**config.mk**
```make
export PLATFORM = sky130hd
export DESIGN_NAME = lpddr2_refresh_ctrl
export DESIGN_NICKNAME = d
export VERILOG_FILES = /design/src/hw/sref_pkg.sv /design/src/hw/lpddr2_refresh_ctrl.sv /design/src/hw/sref_timer.sv
export SDC_FILE = /design/constraint.sdc
export NUM_CORES = 1
export LEC_CHECK = 0
export ABC_AREA = 1
export BUFFER_PORTS_ARGS = -buffer_cell sky130_fd_sc_hd__buf_2
export CAP_MARGIN = 20
export CORE_MARGIN = 2
export CORE_UTILIZATION = 38
export CTS_CLUSTER_DIAMETER = 150
export DETAILED_ROUTE_END_ITERATION = 16
export PLACE_DENSITY = 0.59
export REMOVE_ABC_BUFFERS = 1
export SYNTH_ARGS = -nofsm -noshare
export SYNTH_HDL_FRONTEND = slang
export SYNTH_SLANG_ARGS = --single-unit
```
**constraint.sdc**
```tcl
create_clock -name clock_in -period 1.35 [get_ports clock_in]
set_input_delay 0.27 -clock clock_in [delete_from_list [all_inputs] [get_ports clock_in]]
set_output_delay 0.27 -clock clock_in [all_outputs]
set_load 0.005 [all_outputs]
```
**src/hw/sref_pkg.sv**
```systemverilog
// Behaviour
// - Self-refresh entry is CKE low, CS_n low, CA 0/0/1, after CKE high.
// - CKE stays low during self refresh; device stays in self refresh while low.
// - In self refresh every input except CKE is ignored.
// - In self refresh the device refreshes on its own timer and gates its clock.
// - Device performs at least one internal all-bank refresh within tCKESR after entry.
// - tXSR counts from the first rising edge after CKE goes high.
// - No refresh happens in power-down; controller limits power-down length.
// - All-bank refresh decodes as CS_n low, CA 0/0/1/1 with CKE high.
`default_nettype none
package sref_pkg;
    // ----------------------------------------------------------------
    // Clock and timing
    // ----------------------------------------------------------------
    localparam int CLK_PERIOD_PS = 4000;
    localparam int T_REFI_PS = 7800000;
    localparam int T_CKESR_PS = 15000;
    localparam int T_XSR_PS = 140000;
    // Longest times round down, least times round up
    localparam int REFI_CYC = T_REFI_PS / CLK_PERIOD_PS;
    localparam int CKESR_CYC = T_CKESR_PS / CLK_PERIOD_PS;
    localparam int XSR_CYC = (T_XSR_PS + CLK_PERIOD_PS - 1) / CLK_PERIOD_PS;
    localparam int TIMER_W = 12;
    localparam logic [TIMER_W-1:0] REFI_RELOAD = TIMER_W'(REFI_CYC - 1);
    localparam logic [TIMER_W-1:0] CKESR_LOAD = TIMER_W'(CKESR_CYC - 1);
    localparam logic [TIMER_W-1:0] XSR_LOAD = TIMER_W'(XSR_CYC - 1);
    localparam logic [TIMER_W-1:0] TIMER_ZERO = 12'h000;

    // ----------------------------------------------------------------
    // Command bus
    // ----------------------------------------------------------------
    localparam int CA_W = 10;
    localparam logic [2:0] CA_REFRESH_CODE = 3'h4;  // CA2..CA0 = 1,0,0

    typedef struct packed {
        logic cke;
        logic cs_n;
        logic [CA_W-1:0] ca;
    } cmd_bus_t;

    // Gray coded along idle -> self refresh -> exit; exit -> idle flips both bits
    typedef enum logic [1:0] {
        ST_IDLE = 2'h0,
        ST_SREF = 2'h1,
        ST_EXIT = 2'h3,
        ST_PDN = 2'h2
    } power_state_t;
endpackage
`default_nettype wire

```
**src/hw/lpddr2_refresh_ctrl.sv**
```systemverilog
`default_nettype none
module lpddr2_refresh_ctrl
    import sref_pkg::*;
(
    // Clock and reset
    input wire logic clock_in,
    input wire logic nrst_in,
    // Command and address pins
    input wire cmd_bus_t cmd_in,
    // Power state
    output logic self_refresh_out,
    output logic power_down_out,
    output logic exit_busy_out,
    output logic clock_gated_out,
    // Refresh events
    output logic refab_out,
    output logic int_refresh_out
);
    power_state_t state;
    power_state_t next_state;
    logic cke_prev;
    logic [TIMER_W-1:0] xsr_count;
    logic [TIMER_W-1:0] next_xsr_count;
    logic timer_tick;
    logic timer_run;

    // ----------------------------------------------------------------
    // Command decode
    // ----------------------------------------------------------------
    wire logic cmd_sel = !cmd_in.cs_n && (cmd_in.ca[2:0] == CA_REFRESH_CODE);
    wire logic sref_cmd = cke_prev && !cmd_in.cke && cmd_sel;
    wire logic refab_cmd = cke_prev && cmd_in.cke && cmd_sel && cmd_in.ca[3];
    wire logic pdn_cmd = cke_prev && !cmd_in.cke && !cmd_sel;
    wire logic xsr_done = (xsr_count == TIMER_ZERO);

    // ----------------------------------------------------------------
    // Power state sequencing
    // ----------------------------------------------------------------
    always_comb begin
        next_state = state;
        case (state)
            ST_IDLE: begin
                if (sref_cmd) begin
                    next_state = ST_SREF;
                end else if (pdn_cmd) begin
                    next_state = ST_PDN;
                end
            end
            ST_SREF: begin
                // only CKE is looked at here
                if (cmd_in.cke) begin
                    next_state = ST_EXIT;
                end
            end
            ST_EXIT: begin
                if (sref_cmd) begin
                    next_state = ST_SREF;
                end else if (xsr_done) begin
                    next_state = ST_IDLE;
                end
            end
            ST_PDN: begin
                if (cmd_in.cke) begin
                    next_state = ST_IDLE;
                end
            end
            default: begin
                next_state = ST_IDLE;
            end
        endcase
    end

    // tXSR counted from first edge seeing CKE high
    assign next_xsr_count = (state == ST_SREF) ? XSR_LOAD :
                            xsr_done ? TIMER_ZERO : xsr_count - TIMER_W'(1);

    // State and exit counter
    always_ff @(posedge clock_in or negedge nrst_in) begin
        if (!nrst_in) begin
            state <= ST_IDLE;
            cke_prev <= 1'b0;
            xsr_count <= TIMER_ZERO;
        end else begin
            state <= next_state;
            cke_prev <= cmd_in.cke;
            xsr_count <= next_xsr_count;
        end
    end

    // ----------------------------------------------------------------
    // Internal refresh timer
    // ----------------------------------------------------------------
    // timer runs from the entry edge through self refresh, never in power-down
    // Starting on the entry edge keeps the first refresh inside tCKESR
    assign timer_run = (next_state == ST_SREF);

    sref_timer refresh_timer (
        .clock_in(clock_in),
        .nrst_in(nrst_in),
        .run_in(timer_run),
        .tick_out(timer_tick)
    );

    // ----------------------------------------------------------------
    // Registered outputs
    // ----------------------------------------------------------------
    always_ff @(posedge clock_in or negedge nrst_in) begin
        if (!nrst_in) begin
            self_refresh_out <= 1'b0;
            power_down_out <= 1'b0;
            exit_busy_out <= 1'b0;
            clock_gated_out <= 1'b0;
            refab_out <= 1'b0;
            int_refresh_out <= 1'b0;
        end else begin
            self_refresh_out <= (next_state == ST_SREF);
            power_down_out <= (next_state == ST_PDN);
            exit_busy_out <= (next_state == ST_EXIT);
            // clock gated off in self refresh
            clock_gated_out <= (next_state == ST_SREF);
            refab_out <= (state == ST_IDLE) && refab_cmd;
            int_refresh_out <= timer_tick;
        end
    end

    // ----------------------------------------------------------------
    // Checks
    // ----------------------------------------------------------------
    int exit_len;
    localparam int XSR_LEN = XSR_CYC;

    // Length of each exit period
    always_ff @(posedge clock_in or negedge nrst_in) begin
        if (!nrst_in) begin
            exit_len <= 0;
        end else begin
            exit_len <= exit_busy_out ? exit_len + 1 : 0;
        end
    end

    a_sref_entry_taken: assert property (
        @(posedge clock_in) disable iff (!nrst_in)
        (state == ST_IDLE && sref_cmd) |=> self_refresh_out && !power_down_out)
        else $error("self-refresh entry not taken");

    a_sref_stay_low: assert property (
        @(posedge clock_in) disable iff (!nrst_in)
        (self_refresh_out && !cmd_in.cke) |=> self_refresh_out)
        else $error("left self refresh with CKE low");

    a_sref_inputs_ignored: assert property (
        @(posedge clock_in) disable iff (!nrst_in)
        (self_refresh_out && !cmd_in.cke) |=> !refab_out && !exit_busy_out)
        else $error("input acted on during self refresh");

    a_clock_gate_match: assert property (
        @(posedge clock_in) disable iff (!nrst_in)
        clock_gated_out == self_refresh_out)
        else $error("clock gate does not follow self refresh");

    a_first_int_refresh: assert property (
        @(posedge clock_in) disable iff (!nrst_in)
        $rose(self_refresh_out) ##1 self_refresh_out[*2] |=> int_refresh_out)
        else $error("no internal refresh within tCKESR");

    a_exit_start_edge: assert property (
        @(posedge clock_in) disable iff (!nrst_in)
        (self_refresh_out && cmd_in.cke) |=> exit_busy_out && !self_refresh_out)
        else $error("exit not started on first CKE high edge");

    a_exit_length: assert property (
        @(posedge clock_in) disable iff (!nrst_in)
        ($fell(exit_busy_out) && !self_refresh_out) |-> $past(exit_len) == XSR_LEN - 1)
        else $error("exit period length wrong");

    a_pdn_no_refresh: assert property (
        @(posedge clock_in) disable iff (!nrst_in)
        power_down_out ##1 power_down_out |-> !int_refresh_out)
        else $error("refresh during power-down");

    a_refab_decode: assert property (
        @(posedge clock_in) disable iff (!nrst_in)
        (state == ST_IDLE && refab_cmd) |=> refab_out)
        else $error("all-bank refresh not decoded");
endmodule
`default_nettype wire

```
**src/hw/sref_timer.sv**
```systemverilog
`default_nettype none
module sref_timer
    import sref_pkg::*;
(
    // Clock and reset
    input wire logic clock_in,
    input wire logic nrst_in,
    // Control
    input wire logic run_in,
    // Internal refresh event
    output logic tick_out
);
    logic [TIMER_W-1:0] count;
    logic [TIMER_W-1:0] next_count;
    logic expired;

    // ----------------------------------------------------------------
    // Reload and expiry
    // ----------------------------------------------------------------
    assign expired = run_in && (count == TIMER_ZERO);
    assign next_count = !run_in ? CKESR_LOAD :
                        expired ? REFI_RELOAD : count - TIMER_W'(1);

    // Countdown, first expiry within tCKESR then every tREFI
    always_ff @(posedge clock_in or negedge nrst_in) begin
        if (!nrst_in) begin
            count <= CKESR_LOAD;
            tick_out <= 1'b0;
        end else begin
            count <= next_count;
            tick_out <= expired;
        end
    end
endmodule
`default_nettype wire

```
# Word level (Yosys, flattened, before mapping)
# Cells that the tools add are included.
dict set report classes {
  n_addsub 2
  eq_ne 7
  muxes 11
  n_reduce_logical 15
}
# operator count
set ops {}
lappend ops {{two-way mux 12 bit} 4}
lappend ops {{logical NOT 12 bit} 2}
lappend ops {{subtractor 12 x 1 -> 12 bit, second input constant} 2}
lappend ops {{two-way mux 2 bit} 6}
lappend ops {{logical AND 1 bit} 9}
lappend ops {{equality test 2 bit, second input constant} 4}
lappend ops {{case mux 2 bit (4 select lines)} 1}
lappend ops {{equality test 2 x 1 -> 1 bit, second input constant} 2}
lappend ops {{equality test 3 bit, second input constant} 1}
lappend ops {{logical NOT 1 bit} 3}
lappend ops {{logical NOT 2 bit} 1}
dict set report word_totals {
  register_bits 33
  out_inout_bits 6
  wordCells 45
}

# Longest topological paths before layout
dict set report logic_depth {
  ltp_word 11
  ltp_mapped 11
  mapped_depth_nobuf 10
}

# Hierarchy
# Synthesis repeated with hierarchy kept, for this count alone.
dict set report hier_totals {
  cells_unflattened 220
  area_unflattened_um2 1764.2
}
# mod instances cells_per_inst area_per_inst_um2
set by_module_without_submodules {}
lappend by_module_without_submodules {lpddr2_refresh_ctrl 1 118 979.7}
lappend by_module_without_submodules {sref_timer 1 102 784.5}

# Least setup slack after synthesis
# OpenSTA, ideal clock, no wires.
dict set report synth_timing {
  path_kind {register to register}
  start {reg xsr_count[0]}
  end {reg clock_gated_out}
  arrival_ns 1.361
  slack_ns -0.129
  path_stages_with_launch 11
  n_path_buf 1
  period_less_slack_ns 1.479
  path_cell_list {dfrtp_1 > inv_1 > ha_1 > nand2_2 > nor2_4 > nand2_2 > nand2_1 > nand2_2 > nand3_4 > buf_6 > inv_1}
}
dict set report synth_between {
  elab_chain_len 5
}
# element line_no
set synth_lines {}
lappend synth_lines {{start, declared} lpddr2_refresh_ctrl.sv:22} ;# logic [TIMER_W-1:0] xsr_count;
lappend synth_lines {{start signal, assigned} lpddr2_refresh_ctrl.sv:86} ;# xsr_count <= next_xsr_count;
lappend synth_lines {{logical NOT 12 bit} lpddr2_refresh_ctrl.sv:34} ;# wire logic xsr_done = (xsr_count == TIMER_ZERO);
lappend synth_lines {{two-way mux 2 bit} lpddr2_refresh_ctrl.sv:58} ;# end else if (xsr_done) begin
lappend synth_lines {{two-way mux 2 bit} lpddr2_refresh_ctrl.sv:56} ;# if (sref_cmd) begin
lappend synth_lines {{case mux 2 bit (4 select lines)} lpddr2_refresh_ctrl.sv:41} ;# case (state)
lappend synth_lines {{via next_state[0]} lpddr2_refresh_ctrl.sv:20} ;# power_state_t next_state;
lappend synth_lines {{equality test 2 x 1 -> 1 bit} --}
lappend synth_lines {{via refresh_timer.run_in} sref_timer.sv:9} ;# input wire logic run_in,
lappend synth_lines {{end signal, assigned} lpddr2_refresh_ctrl.sv:120} ;# clock_gated_out <= (next_state == ST_SREF);
lappend synth_lines {{end, declared} lpddr2_refresh_ctrl.sv:14} ;# output logic clock_gated_out,
# The timed path passes the listed nets, and every way through them passes these cells.

# Final worst setup path
dict set report layout_timing {
  start {reg xsr_count[0]}
  end {reg refresh_timer.count[0]}
}
dict set report layout_between {
  elab_chain_len 8
}
# element line_no
set layout_lines {}
lappend layout_lines {{logical NOT 12 bit *} lpddr2_refresh_ctrl.sv:34}
lappend layout_lines {{two-way mux 2 bit *} lpddr2_refresh_ctrl.sv:58}
lappend layout_lines {{two-way mux 2 bit *} lpddr2_refresh_ctrl.sv:56}
lappend layout_lines {{case mux 2 bit (4 select lines) *} lpddr2_refresh_ctrl.sv:41}
lappend layout_lines {{equality test 2 x 1 -> 1 bit *} lpddr2_refresh_ctrl.sv:95} ;# assign timer_run = (next_state == ST_SREF);
lappend layout_lines {{logical AND 1 bit} sref_timer.sv:20} ;# assign expired = run_in && (count == TIMER_ZERO);
lappend layout_lines {{two-way mux 12 bit} sref_timer.sv:22} ;# expired ? REFI_RELOAD : count - TIMER_W'(1);
lappend layout_lines {{two-way mux 12 bit *} sref_timer.sv:21} ;# assign next_count = !run_in ? CKESR_LOAD :
lappend layout_lines {{via refresh_timer.next_count[0]} sref_timer.sv:14} ;# logic [TIMER_W-1:0] next_count;
lappend layout_lines {{end signal, assigned} sref_timer.sv:30} ;# count <= next_count;
lappend layout_lines {{end, declared} sref_timer.sv:13} ;# logic [TIMER_W-1:0] count;
# Mark *: on every way through the listed nets, which the timed path passes. The rest lies on a longest branch.

==> summary.md <==
The total grt overflow was 0. For the via count of the first global-routing pass, the log shows 1441. The run gives -0.08065 ns as the final worst-path setup slack. For this run, the number of standard cells in the final layout without fillers is 306.

After detailed routing, the number of vias per cell comes to 4.471. The dominant cell type by count on the critical path was sky130_fd_sc_hd__nand2_4. The startpoint identified for the worst register-to-register timing path is xsr_count[0].

Of the available clock period, the critical path in the final layout requires 106.0%. The clock sink total is 33, and the minimum clock period is 1.431 ns. The path class of the tightest hold or removal check is input port to flip-flop. Cells fill 57.72% of the core in the end. The count of maximum capacitance violations came out at 0. The most used flip-flop cell after synthesis is sky130_fd_sc_hd__dfrtp_1. The area inside the core boundary was 4086 sq um. In the final routed layout, each cell accounts on average for 10.69 um. Detailed placement finished with a half-perimeter wire length of 2305 um.

The logs give 1.64 ns for the arrival time of data at the critical path endpoint and 190 for the post-synthesis cell count. Each instance of the synthesized netlist takes up on average 8.633 sq um. The share of layout cells above drive strength 1 was 45.31%. The number of nets with antenna violations after routing came out at 0. For this block, the initial DRC count from the detailed router was 39. The initial antenna violation count is 0. The clock tree synthesis step divided the H-tree into 2 levels. The total negative setup slack was -0.9115 ns. Summing over every cut layer, the via total after detailed routing is 1368. The layout overhead on the synthesized area is 43.78%. In this run the cell area measured after placement is 2049 sq um. Yosys attributes the largest share of cell area to sky130_fd_sc_hd__dfrtp_1, sky130_fd_sc_hd__nand2_1, sky130_fd_sc_hd__nor2_1. Hold violation total from the final report: 0.

After detailed routing, the total wire length is 3272 um. For the worst clock skew, the log shows 0.01155 ns. The number of synthesized flops with an enable pin was 0; the relative slew slack was 76.18%. The length of the first detailed-routing pass in iterations is 4, and the initial core utilization is 40.14%.

The repair_antennas step left the layout with diodes totalling 0. Number of buffers created by CTS: 5. STA classifies the critical path startpoint as a flip-flop. On the critical path the largest part of the delay comes from simple AND/OR/NAND/NOR gates.

For the pin with the worst max-slew slack, the measured transition is 0.3574 ns. Global routing consumed, on the met3 layer, 3.924% of the routing resources. The cell area after layout was 2359 sq um; the largest stage delay on the critical path was 0.40 ns. Routability-driven placement finished with a final weighted congestion of 0.7656. For the worst setup path, the data required time is 1.56 ns. The run gives 6134 um as the first-pass GRT wire length. The tools report the top-level I/O count as 20. The most critical setup path has its endpoint at refresh_timer.count[0]. TritonCTS built the clock tree. In the routed design, unresolved DRC markers number 0. For the area of the mapped netlist, the log shows 1640 sq um. The busiest layer in global routing is met2. The run finished, with violations left. The area share of the largest cell type after synthesis was 48.82%; the count of cell types in the netlist was 26. The die height is 69.70 um, and the row count is 23. In the synthesized netlist, the cells that appear most often are sky130_fd_sc_hd__dfrtp_1, sky130_fd_sc_hd__nand2_1, sky130_fd_sc_hd__nor2_1.

Entering global routing, the biggest net connects 17 pins. The maximum clock rate was 0.6990 GHz; the reported leakage power was 0.001214 uW. In this run the power density over the cells is 2090 nW/um^2. The run gives 291 as the cell total after placement. Walking the worst path, the cells encountered are inv_2, ha_4, nand2_4, nor2_4, nand2_4, nand2_2, nand2_2, nand2_4, nand3_4, nor2_1. The longest clock path from root to sink contains 2 buffers.

The checks that failed: negative setup slack. After synthesis, the share of flip-flops with an asynchronous set or reset is 100.0%. The number of buffers and inverters on the critical path was 1; the number of nets at the end of the flow was 271. Setup repair after global routing could not meet its margin everywhere.

For this run, global-route usage on met1 was measured as 18.62%. The number of cells traversed by the worst register-to-register path was 10. The clock insertion delay at the later pin of the skew report is 0.29 ns. sky130_fd_sc_hd__dfrtp_1 takes more of the synthesized area than any other cell. For this run, global-route usage on met2 was measured as 27.78%. Across the VDD grid, the largest voltage drop is 1.107 mV. By instance count, the leading cell after synthesis is sky130_fd_sc_hd__dfrtp_1. Global routing used 15.92% of the available tracks across all layers.

Final-layout fill cell count: 382. The synthesized design contains 33 register bits. Along the worst path, the maximum fanout reaches 7.

The synthesis warning total is 0. The run gives 17 as the number of setup violations in the final report. The die covers 4858 sq um. The worst register-to-register path ends at refresh_timer.count[0].

The instance count on the critical path is 10, and the die boundary width is 69.70 um. The final-report max-slew violation count is 0, and the slack of the worst reg-to-reg path is -0.08 ns. During placement, the flow inserted port buffers numbering 13. Kind of end point of the critical path: a flip-flop. Sequential cells were found to cover 50.42% of the synthesized design area. The critical setup path kind was flip-flop to flip-flop. For this design, the slowest cell found on the critical path is sky130_fd_sc_hd__dfrtp_1. Clock-pin slew was measured on the worst setup and hold paths at 0.07 ns. The launching element of the worst setup path is xsr_count[0]. Clock root buffer: sky130_fd_sc_hd__clkbuf_8.
## final cells by class
class	count	area (sq um)	area share [%]
tap	50	62.56	2.653
multi-input combinational	130	847.1	35.92
timing repair buffer	59	416.7	17.67
clock buffer	6	72.57	3.077
clock inverter	2	35.03	1.485
inverter	26	97.59	4.138
sequential	33	827.0	35.07
## worst min path at each step
| stage | depth (start not counted) | slack, ns | from | endpoint |
|---|---|---|---|---|
| 3_5_place_dp | 1 | 0.21 | nrst_in | xsr_count[3] |
| 4_1_cts | 2 | 0.21 | cmd_in[11] | cke_prev |
| 3_3_place_gp | 1 | 0.20 | nrst_in | xsr_count[3] |
| 2_1_floorplan | 0 | -0.03 | nrst_in | cke_prev |
| 5_1_grt | 2 | 0.23 | cmd_in[11] | cke_prev |
| 6_report | 2 | 0.22 | cmd_in[11] | cke_prev |
## cells by family (layout without fill, tap and decap cells)
logic type | Yosys count | after routing | synth area share, %
AOI/OAI and AO/OA | 10 | 10 | 3.585
xor gates and xnor gates | 10 | 10 | 5.340
adders and majority gates | 2 | 2 | 1.525
buffers and inverters | 28 | 93 | 7.094
DFF | 33 | 33 | 50.42
and+or+nand+nor | 107 | 108 | 32.04
## cells in the final DEF (no fill, tap or decap), types with 2 or more instances in the layout
master | synthesis | final
sky130_fd_sc_hd__buf_2 | 0 | 13
sky130_fd_sc_hd__nand2_2 | 5 | 5
sky130_fd_sc_hd__inv_1 | 26 | 21
sky130_fd_sc_hd__nand3_4 | 1 | 3
sky130_fd_sc_hd__nor2_2 | 13 | 17
sky130_fd_sc_hd__or2_2 | 5 | 5
sky130_fd_sc_hd__inv_2 | 0 | 5
sky130_fd_sc_hd__a21oi_1 | 4 | 4
sky130_fd_sc_hd__nand3_2 | 0 | 2
sky130_fd_sc_hd__nor2_4 | 1 | 4
sky130_fd_sc_hd__nor3_1 | 6 | 4
sky130_fd_sc_hd__nand2_4 | 1 | 4
sky130_fd_sc_hd__buf_4 | 1 | 44
sky130_fd_sc_hd__xnor2_1 | 3 | 3
sky130_fd_sc_hd__nor3_4 | 0 | 2
sky130_fd_sc_hd__xor2_1 | 7 | 6
sky130_fd_sc_hd__dfrtp_1 | 32 | 32
sky130_fd_sc_hd__nand3_1 | 11 | 8
sky130_fd_sc_hd__nor2_1 | 29 | 22
sky130_fd_sc_hd__nand4_1 | 4 | 4
sky130_fd_sc_hd__nand2_1 | 29 | 26
sky130_fd_sc_hd__clkbuf_8 | 0 | 5
sky130_fd_sc_hd__ha_4 | 0 | 2
sky130_fd_sc_hd__o21ai_0 | 3 | 3
## registers in the layout, summed over array words and instances, names as in the netlist
| name | flops |
|---|---|
| refresh_timer.count | 12 |
| xsr_count | 12 |
| state | 2 |
| cke_prev | 1 |
| clock_gated_out | 1 |
| exit_busy_out | 1 |
| int_refresh_out | 1 |
| power_down_out | 1 |
| refab_out | 1 |
| refresh_timer.tick_out | 1 |
## worst reg2reg max path, cell delays in order, from the launching register on
cell and delay, ns:
sky130_fd_sc_hd__dfrtp_1 0.40, sky130_fd_sc_hd__inv_2 0.08, sky130_fd_sc_hd__ha_4 0.14, sky130_fd_sc_hd__nand2_4 0.06
sky130_fd_sc_hd__nor2_4 0.11, sky130_fd_sc_hd__nand2_4 0.08, sky130_fd_sc_hd__nand2_2 0.07, sky130_fd_sc_hd__nand2_2 0.06
sky130_fd_sc_hd__nand2_4 0.09, sky130_fd_sc_hd__nand3_4 0.14, sky130_fd_sc_hd__nor2_1 0.13
## metrics by stage
stage	total power [uW]	hold WS, ns	worst slack [ns]
floorplan	2687	-0.02559	-0.09557
global placement	3552	0.2021	-0.1882
detailed placement	3590	0.2056	-0.2100
CTS	4912	0.2133	-0.07064
global route	5378	0.2284	-0.1740
finish	4928	0.2243	-0.08065
## layer usage
layer	part of all wire [%]	wire length [um]	up-vias
li1	-	-	724
met1	46	1497	623
met2	50	1623	14
met3	2.5	81	7
met4	2.1	70	0
met5	0	0	-
## repair_timing
action,CTS,global route
buffers inserted,3,3
gates resized for setup,33,3
hold endpoints to repair,13,0
gates cloned,1,0
endpoints found under the setup margin,28,29
pin swaps,9,2
hold buffers,1,0
## where the power goes
part | internal [uW] | switching [uW] | total, uW
logic | 1250 | 1320 | 2570
registers | 1280 | 182 | 1460
clock network | 547 | 349 | 896
total | 3080 | 1850 | 4930
(Power assumes the default switching activity.)
